===== src/hw/usas_defs.svh =====
// constants of the serial transceiver block
`ifndef USAS_DEFS_SVH
`define USAS_DEFS_SVH
// data length codes
`define USAS_LEN7       2'h0
`define USAS_LEN8       2'h1
`define USAS_LEN9       2'h2
// parity codes
`define USAS_PAR_NONE   2'h0
`define USAS_PAR_EVEN   2'h2
`define USAS_PAR_ODD    2'h3
// oversampling points within one async bit
`define USAS_OVS_LAST   4'hf
`define USAS_VOTE_A     4'h7
`define USAS_VOTE_B     4'h8
`define USAS_VOTE_C     4'h9
// rate ceilings and derived least cycle counts
`define USAS_CLK_HZ     40000000
`define USAS_ASYNC_BPS  1875000
`define USAS_SYNC_BPS   10000000
`define USAS_ASYNC_BIT_CYC ((`USAS_CLK_HZ + `USAS_ASYNC_BPS - 1) / `USAS_ASYNC_BPS)
`define USAS_SYNC_BIT_CYC  ((`USAS_CLK_HZ + `USAS_SYNC_BPS - 1) / `USAS_SYNC_BPS)
// least reload keeps ticks two cycles apart at the highest rates
`define USAS_MIN_RELOAD 16'h0001
// reset value and frame width
`define USAS_BRG_RST    16'h0000
`define USAS_FRAME_W    13
`endif


===== src/hw/usas_pkg.sv =====
// types of the serial transceiver block
package usas_pkg;
  // transmitter states
  typedef enum logic [0:0] {USAS_TX_IDLE = 1'b0, USAS_TX_SHIFT = 1'b1} usas_tx_state_type;
  // receiver states
  typedef enum logic [0:0] {USAS_RX_IDLE = 1'b0, USAS_RX_BITS = 1'b1} usas_rx_state_type;
  // configuration and control bits
  typedef struct packed {
    logic        enable;
    logic [1:0]  dataLen;
    logic        stopTwo;
    logic [1:0]  parity;
    logic        syncEn;
    logic        syncMaster;
    logic        samplePhase;
    logic        contClk;
    logic        addrMode;
    logic        ctsEn;
    logic        txDisable;
    logic        txBreak;
    logic        loopData;
    logic        loopFlow;
    logic [15:0] brgReload;
  } usas_cfg_type;
  // one-cycle event pulses
  typedef struct packed {
    logic frameErr;
    logic parErr;
    logic overrun;
    logic underrun;
    logic deltaCts;
    logic deltaBrk;
    logic noise;
  } usas_evt_type;
  // received character with its status
  typedef struct packed {
    logic       noise;
    logic       parErr;
    logic       frameErr;
    logic       isAddr;
    logic [8:0] data;
  } usas_rxword_type;
endpackage


===== src/hw/usas_baud_gen.sv =====
// per-instance baud generator fed by the shared fractional divider
`timescale 1ns/1ps
`include "usas_defs.svh"
module usas_baud_gen #(
  parameter int W = 16
) (
  // clock and reset
  input  wire logic         clk,
  input  wire logic         rst,
  // divider input and reload
  input  wire logic         fracTick,
  input  wire logic [W-1:0] reload,
  // oversample tick
  output logic              tick
);
  logic [W-1:0] cnt_ff;     // down counter
  logic [W-1:0] nxt_cnt;
  logic [W-1:0] rel;        // clamped reload
  logic         nxt_tick;
  logic         tick_ff;

  assign rel = (reload < W'(`USAS_MIN_RELOAD)) ? W'(`USAS_MIN_RELOAD) : reload;
  assign tick = tick_ff;

  always_comb begin
    nxt_cnt  = cnt_ff;
    nxt_tick = 1'b0;
    if (fracTick) begin
      if (cnt_ff == '0) begin
        nxt_cnt  = rel;
        nxt_tick = 1'b1;
      end else begin
        nxt_cnt = cnt_ff - W'(1);
      end
    end
  end

  // register counter and tick
  always_ff @(posedge clk) begin
    if (rst) begin
      cnt_ff  <= W'(`USAS_BRG_RST);
      tick_ff <= 1'b0;
    end else begin
      cnt_ff  <= nxt_cnt;
      tick_ff <= nxt_tick;
    end
  end
endmodule // usas_baud_gen


===== src/hw/usas_top.sv =====
// serial transceiver: async and sync transmitter and receiver
`timescale 1ns/1ps
`include "usas_defs.svh"
module usas_top (
  // clock and reset
  input  wire logic                     clk,
  input  wire logic                     rst,
  // configuration and shared divider tick
  input  wire usas_pkg::usas_cfg_type   cfg,
  input  wire logic                     fracTick,
  // transmit holding buffer
  input  wire logic [8:0]               txData,
  input  wire logic                     txLoad,
  output logic                          txRdy,
  // receive buffer and status
  output usas_pkg::usas_rxword_type     rxWord,
  output logic                          rxRdy,
  input  wire logic                     rxTake,
  output logic                          rxIdle,
  output logic                          rxBreak,
  // event pulses
  output usas_pkg::usas_evt_type        evt,
  // serial pins
  output logic                          txd,
  input  wire logic                     rxdPin,
  output logic                          rtsN,
  input  wire logic                     ctsNPin,
  input  wire logic                     sclkIn,
  output logic                          sclkOut,
  output logic                          sclkOe
);
  // number of data bits
  function automatic logic [3:0] dataBits(input usas_pkg::usas_cfg_type c);
    return (c.dataLen == `USAS_LEN7) ? 4'h7 : (c.dataLen == `USAS_LEN8) ? 4'h8 : 4'h9;
  endfunction
  // bits in a whole character
  function automatic logic [3:0] frameLen(input usas_pkg::usas_cfg_type c);
    return 4'h1 + dataBits(c) + {3'h0, c.parity != `USAS_PAR_NONE} + (c.stopTwo ? 4'h2 : 4'h1);
  endfunction
  // parity bit for the active data bits
  function automatic logic parBit(input usas_pkg::usas_cfg_type c, input logic [8:0] d);
    logic [8:0] m;
    m = 9'h1ff >> (4'h9 - dataBits(c));
    return (^(d & m)) ^ (c.parity == `USAS_PAR_ODD);
  endfunction

  // input synchronisers: rxd, cts, sclk
  logic [2:0] syncA_ff;
  logic [2:0] syncB_ff;
  logic       sclkPrev_ff;   // previous sync clock level
  logic       ctsPrev_ff;    // previous cts level
  logic       brgTick;       // oversample tick
  logic       rxLine;        // receive line after loopback
  logic       ctsN;          // cts after loopback
  logic       sclkSrc;       // sync clock seen by the shifters
  logic       sampleEdge;    // sync receive edge
  logic       shiftEdge;     // sync transmit edge
  logic       canSend;       // flow control grant

  usas_baud_gen #(.W(16)) u_brg (
    .clk      (clk),
    .rst      (rst),
    .fracTick (fracTick),
    .reload   (cfg.brgReload),
    .tick     (brgTick)
  );

  // first stage feeds only the second
  always_ff @(posedge clk) begin
    if (rst) begin
      syncA_ff <= 3'h7;
      syncB_ff <= 3'h7;
    end else begin
      syncA_ff <= {sclkIn, ctsNPin, rxdPin};
      syncB_ff <= syncA_ff;
    end
  end

  // transmitter state
  usas_pkg::usas_tx_state_type txSt_ff, nxt_txSt;
  logic [8:0]  txBuf_ff, nxt_txBuf;     // single holding entry
  logic        txFull_ff, nxt_txFull;
  logic [12:0] txSh_ff, nxt_txSh;       // remaining frame bits
  logic [3:0]  txCnt_ff, nxt_txCnt;     // bits still to send
  logic [3:0]  txOvs_ff, nxt_txOvs;     // async bit timer
  logic        txd_ff, nxt_txd;
  logic        txLine;                  // line before break forcing
  logic        txStep;                  // bit boundary
  logic [12:0] frame;
  logic        underrun;

  // receiver state
  usas_pkg::usas_rx_state_type rxSt_ff, nxt_rxSt;
  usas_pkg::usas_rxword_type   rxWord_ff, nxt_rxWord;
  logic [12:0] rxSh_ff, nxt_rxSh;       // captured frame bits
  logic [3:0]  rxIdx_ff, nxt_rxIdx;     // next bit position
  logic [3:0]  rxOvs_ff, nxt_rxOvs;     // async sample counter
  logic [1:0]  rxVote_ff, nxt_rxVote;   // first two samples
  logic        rxNoise_ff, nxt_rxNoise; // noise within the character
  logic        rxRdy_ff, nxt_rxRdy;
  logic        rxBrk_ff, nxt_rxBrk;
  logic        bitStb, bitVal, bitNoise;
  logic [3:0]  nBits, len;
  logic [8:0]  dat;

  // misc state: sclk, rts, events
  logic                    sclkOut_ff, nxt_sclkOut;
  logic                    rtsN_ff, nxt_rtsN;
  usas_pkg::usas_evt_type  evt_ff, nxt_evt;
  logic                    sclkRun;

  assign rxLine  = cfg.loopData ? txd_ff : syncB_ff[0];
  assign ctsN    = cfg.loopFlow ? rtsN_ff : syncB_ff[1];
  assign sclkSrc = cfg.syncMaster ? sclkOut_ff : syncB_ff[2];
  assign sampleEdge = cfg.syncEn && (cfg.samplePhase ? (sclkPrev_ff && !sclkSrc) : (!sclkPrev_ff && sclkSrc));
  assign shiftEdge  = cfg.syncEn && (cfg.samplePhase ? (!sclkPrev_ff && sclkSrc) : (sclkPrev_ff && !sclkSrc));
  assign canSend = !cfg.txDisable && (!cfg.ctsEn || !ctsN);
  assign nBits   = dataBits(cfg);
  assign len     = frameLen(cfg);

  // transmitter next state
  always_comb begin
    nxt_txSt   = txSt_ff;
    nxt_txBuf  = txBuf_ff;
    nxt_txFull = txFull_ff;
    nxt_txSh   = txSh_ff;
    nxt_txCnt  = txCnt_ff;
    nxt_txOvs  = brgTick ? txOvs_ff + 4'h1 : txOvs_ff;
    txLine     = txd_ff | cfg.txBreak;
    underrun   = 1'b0;
    txStep     = cfg.syncEn ? shiftEdge : (brgTick && txOvs_ff == `USAS_OVS_LAST);
    // start, data lsb first, parity, stops
    frame      = '1;
    frame[0]   = 1'b0;
    for (int i = 0; i < 9; i++) begin
      if (4'(i) < nBits) frame[i + 1] = txBuf_ff[i];
    end
    if (cfg.parity != `USAS_PAR_NONE) frame[nBits + 4'h1] = parBit(cfg, txBuf_ff);
    // one holding entry, load refused while full
    if (txLoad && !txFull_ff) begin
      nxt_txBuf  = txData;
      nxt_txFull = 1'b1;
    end
    unique case (txSt_ff)
      usas_pkg::USAS_TX_IDLE: begin
        txLine = 1'b1;
        if (cfg.enable && txFull_ff && canSend && txStep) begin
          txLine     = frame[0];
          nxt_txSh   = frame >> 1;
          nxt_txCnt  = len - 4'h1;
          nxt_txFull = 1'b0;
          nxt_txSt   = usas_pkg::USAS_TX_SHIFT;
        end else if (cfg.syncEn && !cfg.syncMaster && shiftEdge && !txFull_ff) begin
          // slave clocked with nothing to send
          underrun = 1'b1;
        end
      end
      usas_pkg::USAS_TX_SHIFT: begin
        if (txStep) begin
          if (txCnt_ff == 4'h0) begin
            txLine   = 1'b1;
            nxt_txSt = usas_pkg::USAS_TX_IDLE;
          end else begin
            txLine    = txSh_ff[0];
            nxt_txSh  = txSh_ff >> 1;
            nxt_txCnt = txCnt_ff - 4'h1;
          end
        end
      end
    endcase
    nxt_txd = txLine && !cfg.txBreak;
  end

  // receiver next state
  always_comb begin
    nxt_rxSt    = rxSt_ff;
    nxt_rxWord  = rxWord_ff;
    nxt_rxSh    = rxSh_ff;
    nxt_rxIdx   = rxIdx_ff;
    nxt_rxOvs   = brgTick ? rxOvs_ff + 4'h1 : rxOvs_ff;
    nxt_rxVote  = rxVote_ff;
    nxt_rxNoise = rxNoise_ff;
    nxt_rxRdy   = rxRdy_ff && !rxTake;
    nxt_rxBrk   = rxBrk_ff;
    bitStb      = 1'b0;
    bitVal      = rxLine;
    bitNoise    = 1'b0;
    dat         = '0;
    nxt_evt     = '0;
    if (!cfg.syncEn && brgTick && rxSt_ff == usas_pkg::USAS_RX_BITS) begin
      if (rxOvs_ff == `USAS_VOTE_A) nxt_rxVote[0] = rxLine;
      if (rxOvs_ff == `USAS_VOTE_B) nxt_rxVote[1] = rxLine;
      if (rxOvs_ff == `USAS_VOTE_C) begin
        bitStb   = 1'b1;
        bitVal   = (rxVote_ff[0] & rxVote_ff[1]) | (rxLine & (rxVote_ff[0] | rxVote_ff[1]));
        bitNoise = !((rxVote_ff[0] == rxVote_ff[1]) && (rxVote_ff[1] == rxLine));
      end
    end else if (cfg.syncEn && sampleEdge && rxSt_ff == usas_pkg::USAS_RX_BITS) begin
      bitStb = 1'b1;
    end
    nxt_evt.noise = bitNoise;
    unique case (rxSt_ff)
      usas_pkg::USAS_RX_IDLE: begin
        // break ends when line returns high
        if (rxBrk_ff && rxLine) begin
          nxt_rxBrk        = 1'b0;
          nxt_evt.deltaBrk = 1'b1;
        end else if (cfg.enable && !rxBrk_ff && !rxLine && (cfg.syncEn ? sampleEdge : brgTick)) begin
          nxt_rxSt    = usas_pkg::USAS_RX_BITS;
          nxt_rxOvs   = 4'h1;
          nxt_rxIdx   = cfg.syncEn ? 4'h1 : 4'h0;
          nxt_rxSh    = '0;
          nxt_rxNoise = 1'b0;
        end
      end
      usas_pkg::USAS_RX_BITS: begin
        if (bitStb) begin
          nxt_rxSh[rxIdx_ff] = bitVal;
          nxt_rxNoise        = rxNoise_ff | bitNoise;
          nxt_rxIdx          = rxIdx_ff + 4'h1;
          if (rxIdx_ff == 4'h0 && bitVal) begin
            // false start in async mode
            nxt_rxSt = usas_pkg::USAS_RX_IDLE;
          end else if (rxIdx_ff == len - 4'h1) begin
            nxt_rxSt = usas_pkg::USAS_RX_IDLE;
            for (int i = 0; i < 9; i++) begin
              if (4'(i) < nBits) dat[i] = nxt_rxSh[i + 1];
            end
            if (nxt_rxSh == '0) begin
              // all-low character is a break, not data
              nxt_rxBrk        = 1'b1;
              nxt_evt.deltaBrk = !rxBrk_ff;
              nxt_evt.frameErr = 1'b1;
            end else if (rxRdy_ff && !rxTake) begin
              // full buffer keeps the older character
              nxt_evt.overrun = 1'b1;
            end else begin
              // data with its status in one word
              nxt_rxWord.data     = dat;
              nxt_rxWord.noise    = rxNoise_ff | bitNoise;
              nxt_rxWord.frameErr = !nxt_rxSh[len - 4'h1] || (cfg.stopTwo && !nxt_rxSh[len - 4'h2]);
              nxt_rxWord.parErr   = (cfg.parity != `USAS_PAR_NONE) && (nxt_rxSh[nBits + 4'h1] != parBit(cfg, dat));
              nxt_rxWord.isAddr   = cfg.addrMode && (cfg.dataLen == `USAS_LEN9) && dat[8];
              nxt_rxRdy           = 1'b1;
              nxt_evt.frameErr    = nxt_rxWord.frameErr;
              nxt_evt.parErr      = nxt_rxWord.parErr;
            end
          end
        end
      end
    endcase
    nxt_evt.deltaCts = ctsN != ctsPrev_ff;
    nxt_evt.underrun = underrun;
  end

  // sync clock and rts next state
  always_comb begin
    // master clock runs while busy or continuous
    sclkRun     = cfg.enable && cfg.syncEn && cfg.syncMaster &&
                  (txSt_ff == usas_pkg::USAS_TX_SHIFT || (txFull_ff && canSend) || cfg.contClk);
    nxt_sclkOut = sclkOut_ff;
    // stop only at the low idle level
    if (brgTick && (sclkRun || sclkOut_ff)) nxt_sclkOut = !sclkOut_ff;
    // rts high while the receive buffer is full and ctsEn is set
    nxt_rtsN    = cfg.ctsEn && nxt_rxRdy;
  end

  // register all groups
  always_ff @(posedge clk) begin
    if (rst) begin
      txSt_ff     <= usas_pkg::USAS_TX_IDLE;
      txBuf_ff    <= '0;
      txFull_ff   <= 1'b0;
      txSh_ff     <= '1;
      txCnt_ff    <= 4'h0;
      txOvs_ff    <= 4'h0;
      txd_ff      <= 1'b1;
      rxSt_ff     <= usas_pkg::USAS_RX_IDLE;
      rxWord_ff   <= '0;
      rxSh_ff     <= '0;
      rxIdx_ff    <= 4'h0;
      rxOvs_ff    <= 4'h0;
      rxVote_ff   <= 2'h3;
      rxNoise_ff  <= 1'b0;
      rxRdy_ff    <= 1'b0;
      rxBrk_ff    <= 1'b0;
      sclkOut_ff  <= 1'b0;
      sclkPrev_ff <= 1'b0;
      ctsPrev_ff  <= 1'b1;
      rtsN_ff     <= 1'b0;
      evt_ff      <= '0;
    end else begin
      txSt_ff     <= nxt_txSt;
      txBuf_ff    <= nxt_txBuf;
      txFull_ff   <= nxt_txFull;
      txSh_ff     <= nxt_txSh;
      txCnt_ff    <= nxt_txCnt;
      txOvs_ff    <= nxt_txOvs;
      txd_ff      <= nxt_txd;
      rxSt_ff     <= nxt_rxSt;
      rxWord_ff   <= nxt_rxWord;
      rxSh_ff     <= nxt_rxSh;
      rxIdx_ff    <= nxt_rxIdx;
      rxOvs_ff    <= nxt_rxOvs;
      rxVote_ff   <= nxt_rxVote;
      rxNoise_ff  <= nxt_rxNoise;
      rxRdy_ff    <= nxt_rxRdy;
      rxBrk_ff    <= nxt_rxBrk;
      sclkOut_ff  <= nxt_sclkOut;
      sclkPrev_ff <= sclkSrc;
      ctsPrev_ff  <= ctsN;
      rtsN_ff     <= nxt_rtsN;
      evt_ff      <= nxt_evt;
    end
  end

  // outputs
  // event requests to the system
  assign evt     = evt_ff;
  assign txRdy   = !txFull_ff;
  assign rxWord  = rxWord_ff;
  assign rxRdy   = rxRdy_ff;
  assign rxIdle  = (rxSt_ff == usas_pkg::USAS_RX_IDLE) && !rxBrk_ff;
  assign rxBreak = rxBrk_ff;
  assign txd     = txd_ff;
  assign rtsN    = rtsN_ff;
  assign sclkOut = sclkOut_ff;
  assign sclkOe  = cfg.syncEn && cfg.syncMaster;
endmodule // usas_top


===== config.mk =====
export PLATFORM = sky130hd
export DESIGN_NAME = usas_top
export DESIGN_NICKNAME = d
export VERILOG_FILES = /design/src/hw/usas_pkg.sv /design/src/hw/usas_baud_gen.sv /design/src/hw/usas_top.sv
export VERILOG_INCLUDE_DIRS = /design/src /design/src/hw
export SDC_FILE = /design/constraint.sdc
export NUM_CORES = 1
export LEC_CHECK = 0
export ABC_AREA = 1
export BUFFER_PORTS_ARGS = -buffer_cell sky130_fd_sc_hd__buf_2
export CORE_UTILIZATION = 60
export DETAILED_ROUTE_END_ITERATION = 6
export PLACE_DENSITY = 0.81
export SYNTH_ARGS = -nofsm -noshare
export SYNTH_HDL_FRONTEND = slang
export SYNTH_HIERARCHICAL = 1
export SYNTH_SLANG_ARGS = --single-unit
export TNS_END_PERCENT = 20

===== constraint.sdc =====
create_clock -name clk -period 6 [get_ports clk]
set_clock_uncertainty 0.1 [all_clocks]
set_input_delay 0.9 -clock clk [delete_from_list [all_inputs] [get_ports clk]]
set_output_delay 0.9 -clock clk [all_outputs]
set_load 0.005 [all_outputs]

# --- Word-level counts from Yosys, hierarchy flattened ---
# Index checks and enable logic that the tools add are counted.
# W data, S select, Z words.
word_totals:
  regBits: 107
  inputBits: 49
  out_inout_bits: 28
  elab_cells: 333
op_classes:
  addsub: 11
  n_lt_le_gt_ge: 16
  n_eq_ne: 22
  shift: 1
  n_mux: 150
  n_bitwise: 18
  n_reduce_logical: 79
ops:
  columns: ["operator", "count"]
  rows:
  - ["$mux W1", 111]
  - ["$mux W13", 7]
  - ["$pmux W13 S2", 2]
  - ["$mux W4", 11]
  - ["$logic_and A1 B1 Y1", 39]
  - ["$mux W16", 2]
  - ["$bwmux W13", 2]
  - ["$lt A4 B5 Y1 const B", 4]
  - ["$and A9 B9 Y9", 2]
  - ["$reduce_xor A9 Y1", 2]
  - ["$add A4 B1 Y4 const B", 4]
  - ["$logic_not A1 Y1", 16]
  - ["$logic_not A16 Y1", 1]
  - ["$lt A16 B1 Y1 const B", 1]
  - ["$lt A3 B4 Y1 const A", 4]
  - ["$pmux W4 S2", 2]
  - ["$sub A16 B1 Y16 const B", 1]
  - ["$logic_not A13 Y1", 1]
  - ["$bmux W1 S4", 3]
  - ["$eq A4 B4 Y1 const B", 3]
  - ["$ne A2 B2 Y1 const B", 6]
  - ["$pmux W1 S2", 6]
  - ["$shr A9 B4 Y9 const A", 1]
  - ["$demux W1 S4", 2]
  - ["other kinds (34)", 64]

# --- Logic depth before layout (Yosys ltp) ---
depth:
  word_depth: 19
  ltp_mapped: 22
  depth_no_buf: 22

# --- By module ---
# The synthesis kept the hierarchy.
modules_own_cells:
  columns: ["module", "n_inst", "cells_each", "area_each_um2", "seq_area_each_um2"]
  rows:
  - ["usas_top", 1, 738, 5061.1, 1801.7]
  - ["usas_baud_gen", 1, 239, 1447.6, 340.3]

# --- Worst setup path before layout ---
# No wires, ideal clock.
synth_path:
  path_type: "input-to-reg"
  startpoint: "input cfg[30] (netlist name)"
  endpoint: "register rxWord_ff, in the netlist rxWord[1]"
  setup_time_ns: 0.069
  arrival_time_ns: 3.934
  t_required_ns: 5.831
  slack_ns: 1.898
  cell_stages: 22
  n_path_buf: 2
  cell_sequence: "clkbuf_1 > nor2_1 > xor2_1 > inv_1 > ha_1 > o21bai_1 > fa_1 > inv_1 > ha_1 > inv_1 > nand2_1 > nand4_1 > a21oi_1 > o21ai_0 > a21oi_1 > nand3_1 > inv_1 > nand3_4 > inv_2 > buf_6 > nand2_2 > a21oi_2"
synth_via:
  elab_chain_cells: 9
  word_cells_on_any_way: 16
  classes_between: "add/sub (4); order compare (1); eq/ne (2); mux (7); reduce/logical (2)"
synth_rtl:
  columns: ["item", "line_no", "source"]
  rows:
  - ["start: declaration", "usas_top.sv:9", "input wire usas_pkg::usas_cfg_type cfg,"]
  - ["$eq A2 B1 Y1 (no line)", null, null]
  - ["$mux W1", "usas_top.sv:34", "return (c.dataLen == `USAS_LEN7) ? 4'h7 : (c.dataLen == `USAS_LEN8) ? 4'h8 : 4'h9;"]
  - ["$mux W4 *", "usas_top.sv:34", null]
  - ["$add A4 B1 Y4 or $lt A1 B4 Y1 (tied branches)", "usas_top.sv:38, usas_top.sv:227", null]
  - ["$add A4 B1 Y4 or $mux W1 (tied branches)", "usas_top.sv:38, usas_top.sv:227", null]
  - ["$add A4 B2 Y4 or $mux W1 (tied branches)", "usas_top.sv:38, usas_top.sv:224", null]
  - ["$sub A4 B1 Y4 or $mux W1 (tied branches)", "usas_top.sv:224, usas_top.sv:221", null]
  - ["$eq A4 B4 Y1 or $mux W1 (tied branches)", "usas_top.sv:224, usas_top.sv:217", null]
  - ["$reduce_and A6 Y1 (no line) or $mux W1 (tied branches)", null, null]
  - ["end signal: assignment", "usas_top.sv:301", "rxWord_ff <= nxt_rxWord;"]
  - ["end: declaration", "usas_top.sv:94", "usas_pkg::usas_rxword_type rxWord_ff, nxt_rxWord;"]
# Every way passes the cells marked *; elsewhere a longest branch is shown, timed or not. The select of a mux whose other input is x is not followed.
# A chain may end at the register's enable or synchronous reset.

# --- Worst setup path in the final report ---
layout_path:
  startpoint: "input cfg[30] (netlist name)"
  endpoint: "register rxWord_ff, in the netlist rxWord[10]"
layout_via:
  elab_chain_cells: 12
  word_cells_on_any_way: 19
  classes_between: "add/sub (5); eq/ne (2); mux (6); reduce/logical (6)"
layout_rtl:
  columns: ["item", "line_no", "source"]
  rows:
  - ["$eq A2 B1 Y1 (no line)", null, null]
  - ["$mux W1", "usas_top.sv:34", null]
  - ["$mux W4 *", "usas_top.sv:34", null]
  - ["$add A4 B1 Y4 * (2 in series)", "usas_top.sv:38", "return 4'h1 + dataBits(c) + {3'h0, c.parity != `USAS_PAR_NONE} + (c.stopTwo ? 4'h2 : 4'h1);"]
  - ["$add A4 B2 Y4 *", "usas_top.sv:38", null]
  - ["$sub A4 B2 Y4", "usas_top.sv:241", "nxt_rxWord.frameErr = !nxt_rxSh[len - 4'h1] || (cfg.stopTwo && !nxt_rxSh[len - 4'h2]);"]
  - ["$bmux W1 S4", "usas_top.sv:241", null]
  - ["$mux W1 (implied by the code)", "usas_top.sv:241", null]
  - ["$logic_not A1 Y1", "usas_top.sv:241", null]
  - ["$logic_and A1 B1 Y1", "usas_top.sv:241", null]
  - ["$logic_or A1 B1 Y1", "usas_top.sv:241", null]
# Marked as above.

==> impl_metrics.py <==
metrics = {
    "floorplanning": {
        "core_um2": 10400,
        "num_rows": 37,
        "die_w_um": 106,
        "initial_utilization": 0.625,
        "pin_count": 77,
        "dieArea_um2": 11300,
        "die_h_um": 106,
    },
    "layout": {
        "fill_cells": 966,
        "ff_latch_area_um2": 2140,
        "antenna_cells": 0,
        "syn2layout_area_growth_pct": 9.02,
        "multi_input_area_um2": 3640,
        "nets": 1103,
        "fin_util": 0.681,
        "drive_above_1_share": 0.186,
    },
    "routing": {
        "vias": 6232,
        "drt-pass1-iter-count": 5,
        "drt-wirelength-per-cell_um": 12.9,
        "drc": 0,
        "drtAntennaViolNets": 0,
        "viasPerCell": 5.29,
        "postRouteWirelength_um": 15200,
        "drt_iter0_drc": 369,
    },
    "yosys": {
        "ys_ff_latch": 107,
        "synthAdderAreaFrac": 0.0358,
        "synth-simple-area-share": 0.366,
        "synth_area_leaders": "dfxtp_1 (33%), nand2_1 (14%), inv_1 (8.1%)",
        "ys_types": 47,
        "synth_top_area_frac": 0.329,
        "synth_compound_area_frac": 0.136,
        "postSynthCellCount": 977,
        "synthMuxAreaShare": 0,
        "synth_flop_cell": "dfxtp_1",
        "yosys_warnings": 6,
        "synth_enable_flop_cells": 0,
        "synth_xor_area_frac": 0.0202,
        "avgSynthCellArea_um2": 6.66,
        "synth_area_um2": 6510,
        "async_flop_share": 0,
        "synth_top_family_by_area": "simple AND/OR/NAND/NOR gates",
        "ys_seq_area_frac": 0.329,
        "synth_area_leader_cell": "dfxtp_1",
        "synthesis.nets": 1044,
    },
    "place": {
        "gp_congestion": 0.966,
        "portBuffers": 76,
        "dp_hpwl_um": 11300,
    },
    "worst_hold_path": {
        "hold_class": "reg2reg",
        "hold_start": "syncA_ff[1]",
        "holdPathStages": 1,
        "hold_path_end": "syncB_ff[1]",
    },
    "power": {
        "power_leakage_uw": 0.00355,
        "p_per_area_nw_per_um2": 314,
        "ir_drop_mv": 0.301,
    },
    "worst_setup_path": {
        "slowest_delay_ps": 510,
        "start_kind": "primary input",
        "r2r_slack_ps": 3070,
        "worstSetupPathType": "in2reg",
        "crit_slowest_cell": "fa_1",
        "path_cells": "buf_2, nor2_1, xor2_1, inv_1, ha_1, o21bai_1, fa_1, inv_1, ha_1, inv_1, nand2_1, nand4_1, a21oi_1, o21ai_0, a21oi_1, nand3_1, inv_1, nand3_4, inv_2, nand3_1, nand2_1, inv_1",
        "critPathMostFrequentCell": "inv_1",
        "reg2reg_depth": 7,
        "r2r_end": "txSh_ff[8]",
        "worstPathRequired_ps": 6210,
        "arrival_ps": 4580,
        "r2r_start": "txSt_ff",
        "crit_path_end_kind": "flop",
        "worst-path-max-fanout": 15,
    },
    "clock_network": {
        "cts_setup_buffers": 0,
        "clock_sinks": 107,
        "cts_max_level": 3,
        "cts_tree": "done",
        "hold_buffers": 0,
        "clk_pin_slew_ps": 100,
        "insertion_delay_ps": 400,
        "cts_buffer_depth": 2,
        "cts.repair.resized": 0,
        "numCtsBuffers": 9,
        "cts_root_buf": "clkbuf_8",
    },
    "sta": {
        "finalHoldViolations": 0,
        "fin_crit_ps": 4370,
        "worst_pin_slew_ps": 947,
        "rsz0062_at_grt": "false",
        "drv_slew": 0,
        "tns_ps": 0,
        "clock.fmax_mhz": 229,
        "relSlewSlack": 0.365,
        "finalSetupViolCount": 0,
        "min_period_over_period": 0.729,
    },
    "grt": {
        "antenna_found_initial": 0,
        "grt_overflow": 0,
        "busiest_layer": "met2",
        "grt_pass1_vias": 5720,
        "grtUsageTotal": 0.283,
        "grt_pass1_wl_um": 25800,
        "grt_max_degree": 61,
        "grt.met1_usage": 0.368,
        "gr-usage-met2": 0.460,
        "grt_use_met3": 0.0785,
    },
    "run_status": {
        "outcome": "finished clean",
    },
    "job": {
        "maxCapViolCount": 0,
    },
}
[cells in the mapped netlist, types with 5 or more instances]
| master | instances |
|---|---|
| clkbuf_1 | 19 |
| o311ai_0 | 5 |
| nand2_4 | 6 |
| o21ai_1 | 6 |
| inv_1 | 141 |
| o21ai_0 | 49 |
| nor2_2 | 5 |
| buf_6 | 5 |
| a21oi_2 | 14 |
| nor2_1 | 98 |
| nand2_1 | 238 |
| nor2_4 | 5 |
| xor2_1 | 12 |
| nand2_2 | 34 |
| o211ai_1 | 8 |
| nand3_1 | 63 |
| nand3_2 | 7 |
| nor3_1 | 14 |
| or2_2 | 19 |
| ha_1 | 17 |
| nand4_1 | 11 |
| dfxtp_1 | 107 |
| a21oi_1 | 59 |
[layout make-up]
cell class                 count  area share
inverter                     145      0.0767
clock inverter                 7      0.0118
tap                          136      0.0240
timing repair buffer          78      0.0557
multi-input combinational    695       0.512
sequential                   107       0.302
clock buffer                   9      0.0175
[worst max-delay path by stage]
| stage | end | slack, ps | startpoint |
|---|---|---|---|
| after detailed placement | rxWord[10] | 1210 | cfg[30] |
| after CTS | rxWord[10] | 1650 | cfg[30] |
| final | rxWord[10] | 1630 | cfg[30] |
| after global routing | rxWord[10] | 1370 | cfg[30] |
| after global placement | rxWord[10] | 1380 | cfg[30] |
| after floorplan | rxWord[1] | 1900 | cfg[30] |
[registers in the layout, summed over array words and instances (netlist names), 4 cells and up]
name,count
rxSh_ff,13
rxIdx_ff,4
evt,7
rxOvs_ff,4
txCnt_ff,4
rxWord,13
txBuf_ff,9
txSh_ff,13
u_brg/cnt_ff,16
txOvs_ff,4
[worst max-delay path, delay by kind of cell]
| family | cells | cell delay (ps) |
|---|---|---|
| AND/OR/NAND/NOR | 7 | 940 |
| AO/OA/AOI/OAI | 4 | 540 |
| adder cells (fa/ha/maj) | 3 | 1020 |
| buffers and inverters | 7 | 980 |
| XOR/XNOR | 1 | 190 |
[cell families (layout without fill, tap and decap cells)]
| group | Yosys count | count (layout) |
|---|---|---|
| fa+ha+maj | 18 | 18 |
| flops | 107 | 107 |
| simple gates | 509 | 509 |
| compound gates | 153 | 153 |
| buf+inv | 175 | 239 |
| xor+xnor | 15 | 15 |
[routing by layer]
| metal | part of all wire | routed length [µm] |
|---|---|---|
| met2 | 0.45 | 6900 |
| met1 | 0.46 | 7040 |
| met4 | 0.015 | 228 |
| met3 | 0.066 | 997 |
| met5 | 0 | 0 |
[where the power goes]
part | internal (µW) | switching (µW) | total [µW] | leakage, µW
Sequential | 774 | 80.3 | 855 | 0.000871
Clock | 200 | 268 | 468 | 0.000102
Combinational | 328 | 579 | 907 | 0.00258
[layout by cell type (no fill, tap or decap), drive strengths merged]
master    count
nand2       278
dfxtp       107
o311ai        5
o31ai         2
clkbuf        9
clkinvlp      1
a21boi        1
clkinv        3
o21ai        57
or2          19
nor3         16
o211ai        8
a211oi        1
nand3b        2
buf          78
fa            1
and2          2
ha           17
nor2        110
a21o          2
xnor2         3
a31oi         2
o21bai        1
xor2         12
nand3        71
a21oi        73
o41ai         1
nand4        11
bufinv        1
inv         147
[stage by stage]
stage               total power [µW]  cells  hold slack (ps)  worst slack, ps  area, µm²
detailed placement              1770   1161              297             1210       6890
floorplan                       1640    977              289             1900       6510
global placement                1750   1161              291             1380       6890
global route                    2410   1177              339             1370       7100
finish                          2230   1177              319             1630       7100
CTS                             2230   1177              321             1650       7100
Power figures use the tool's default switching activity.
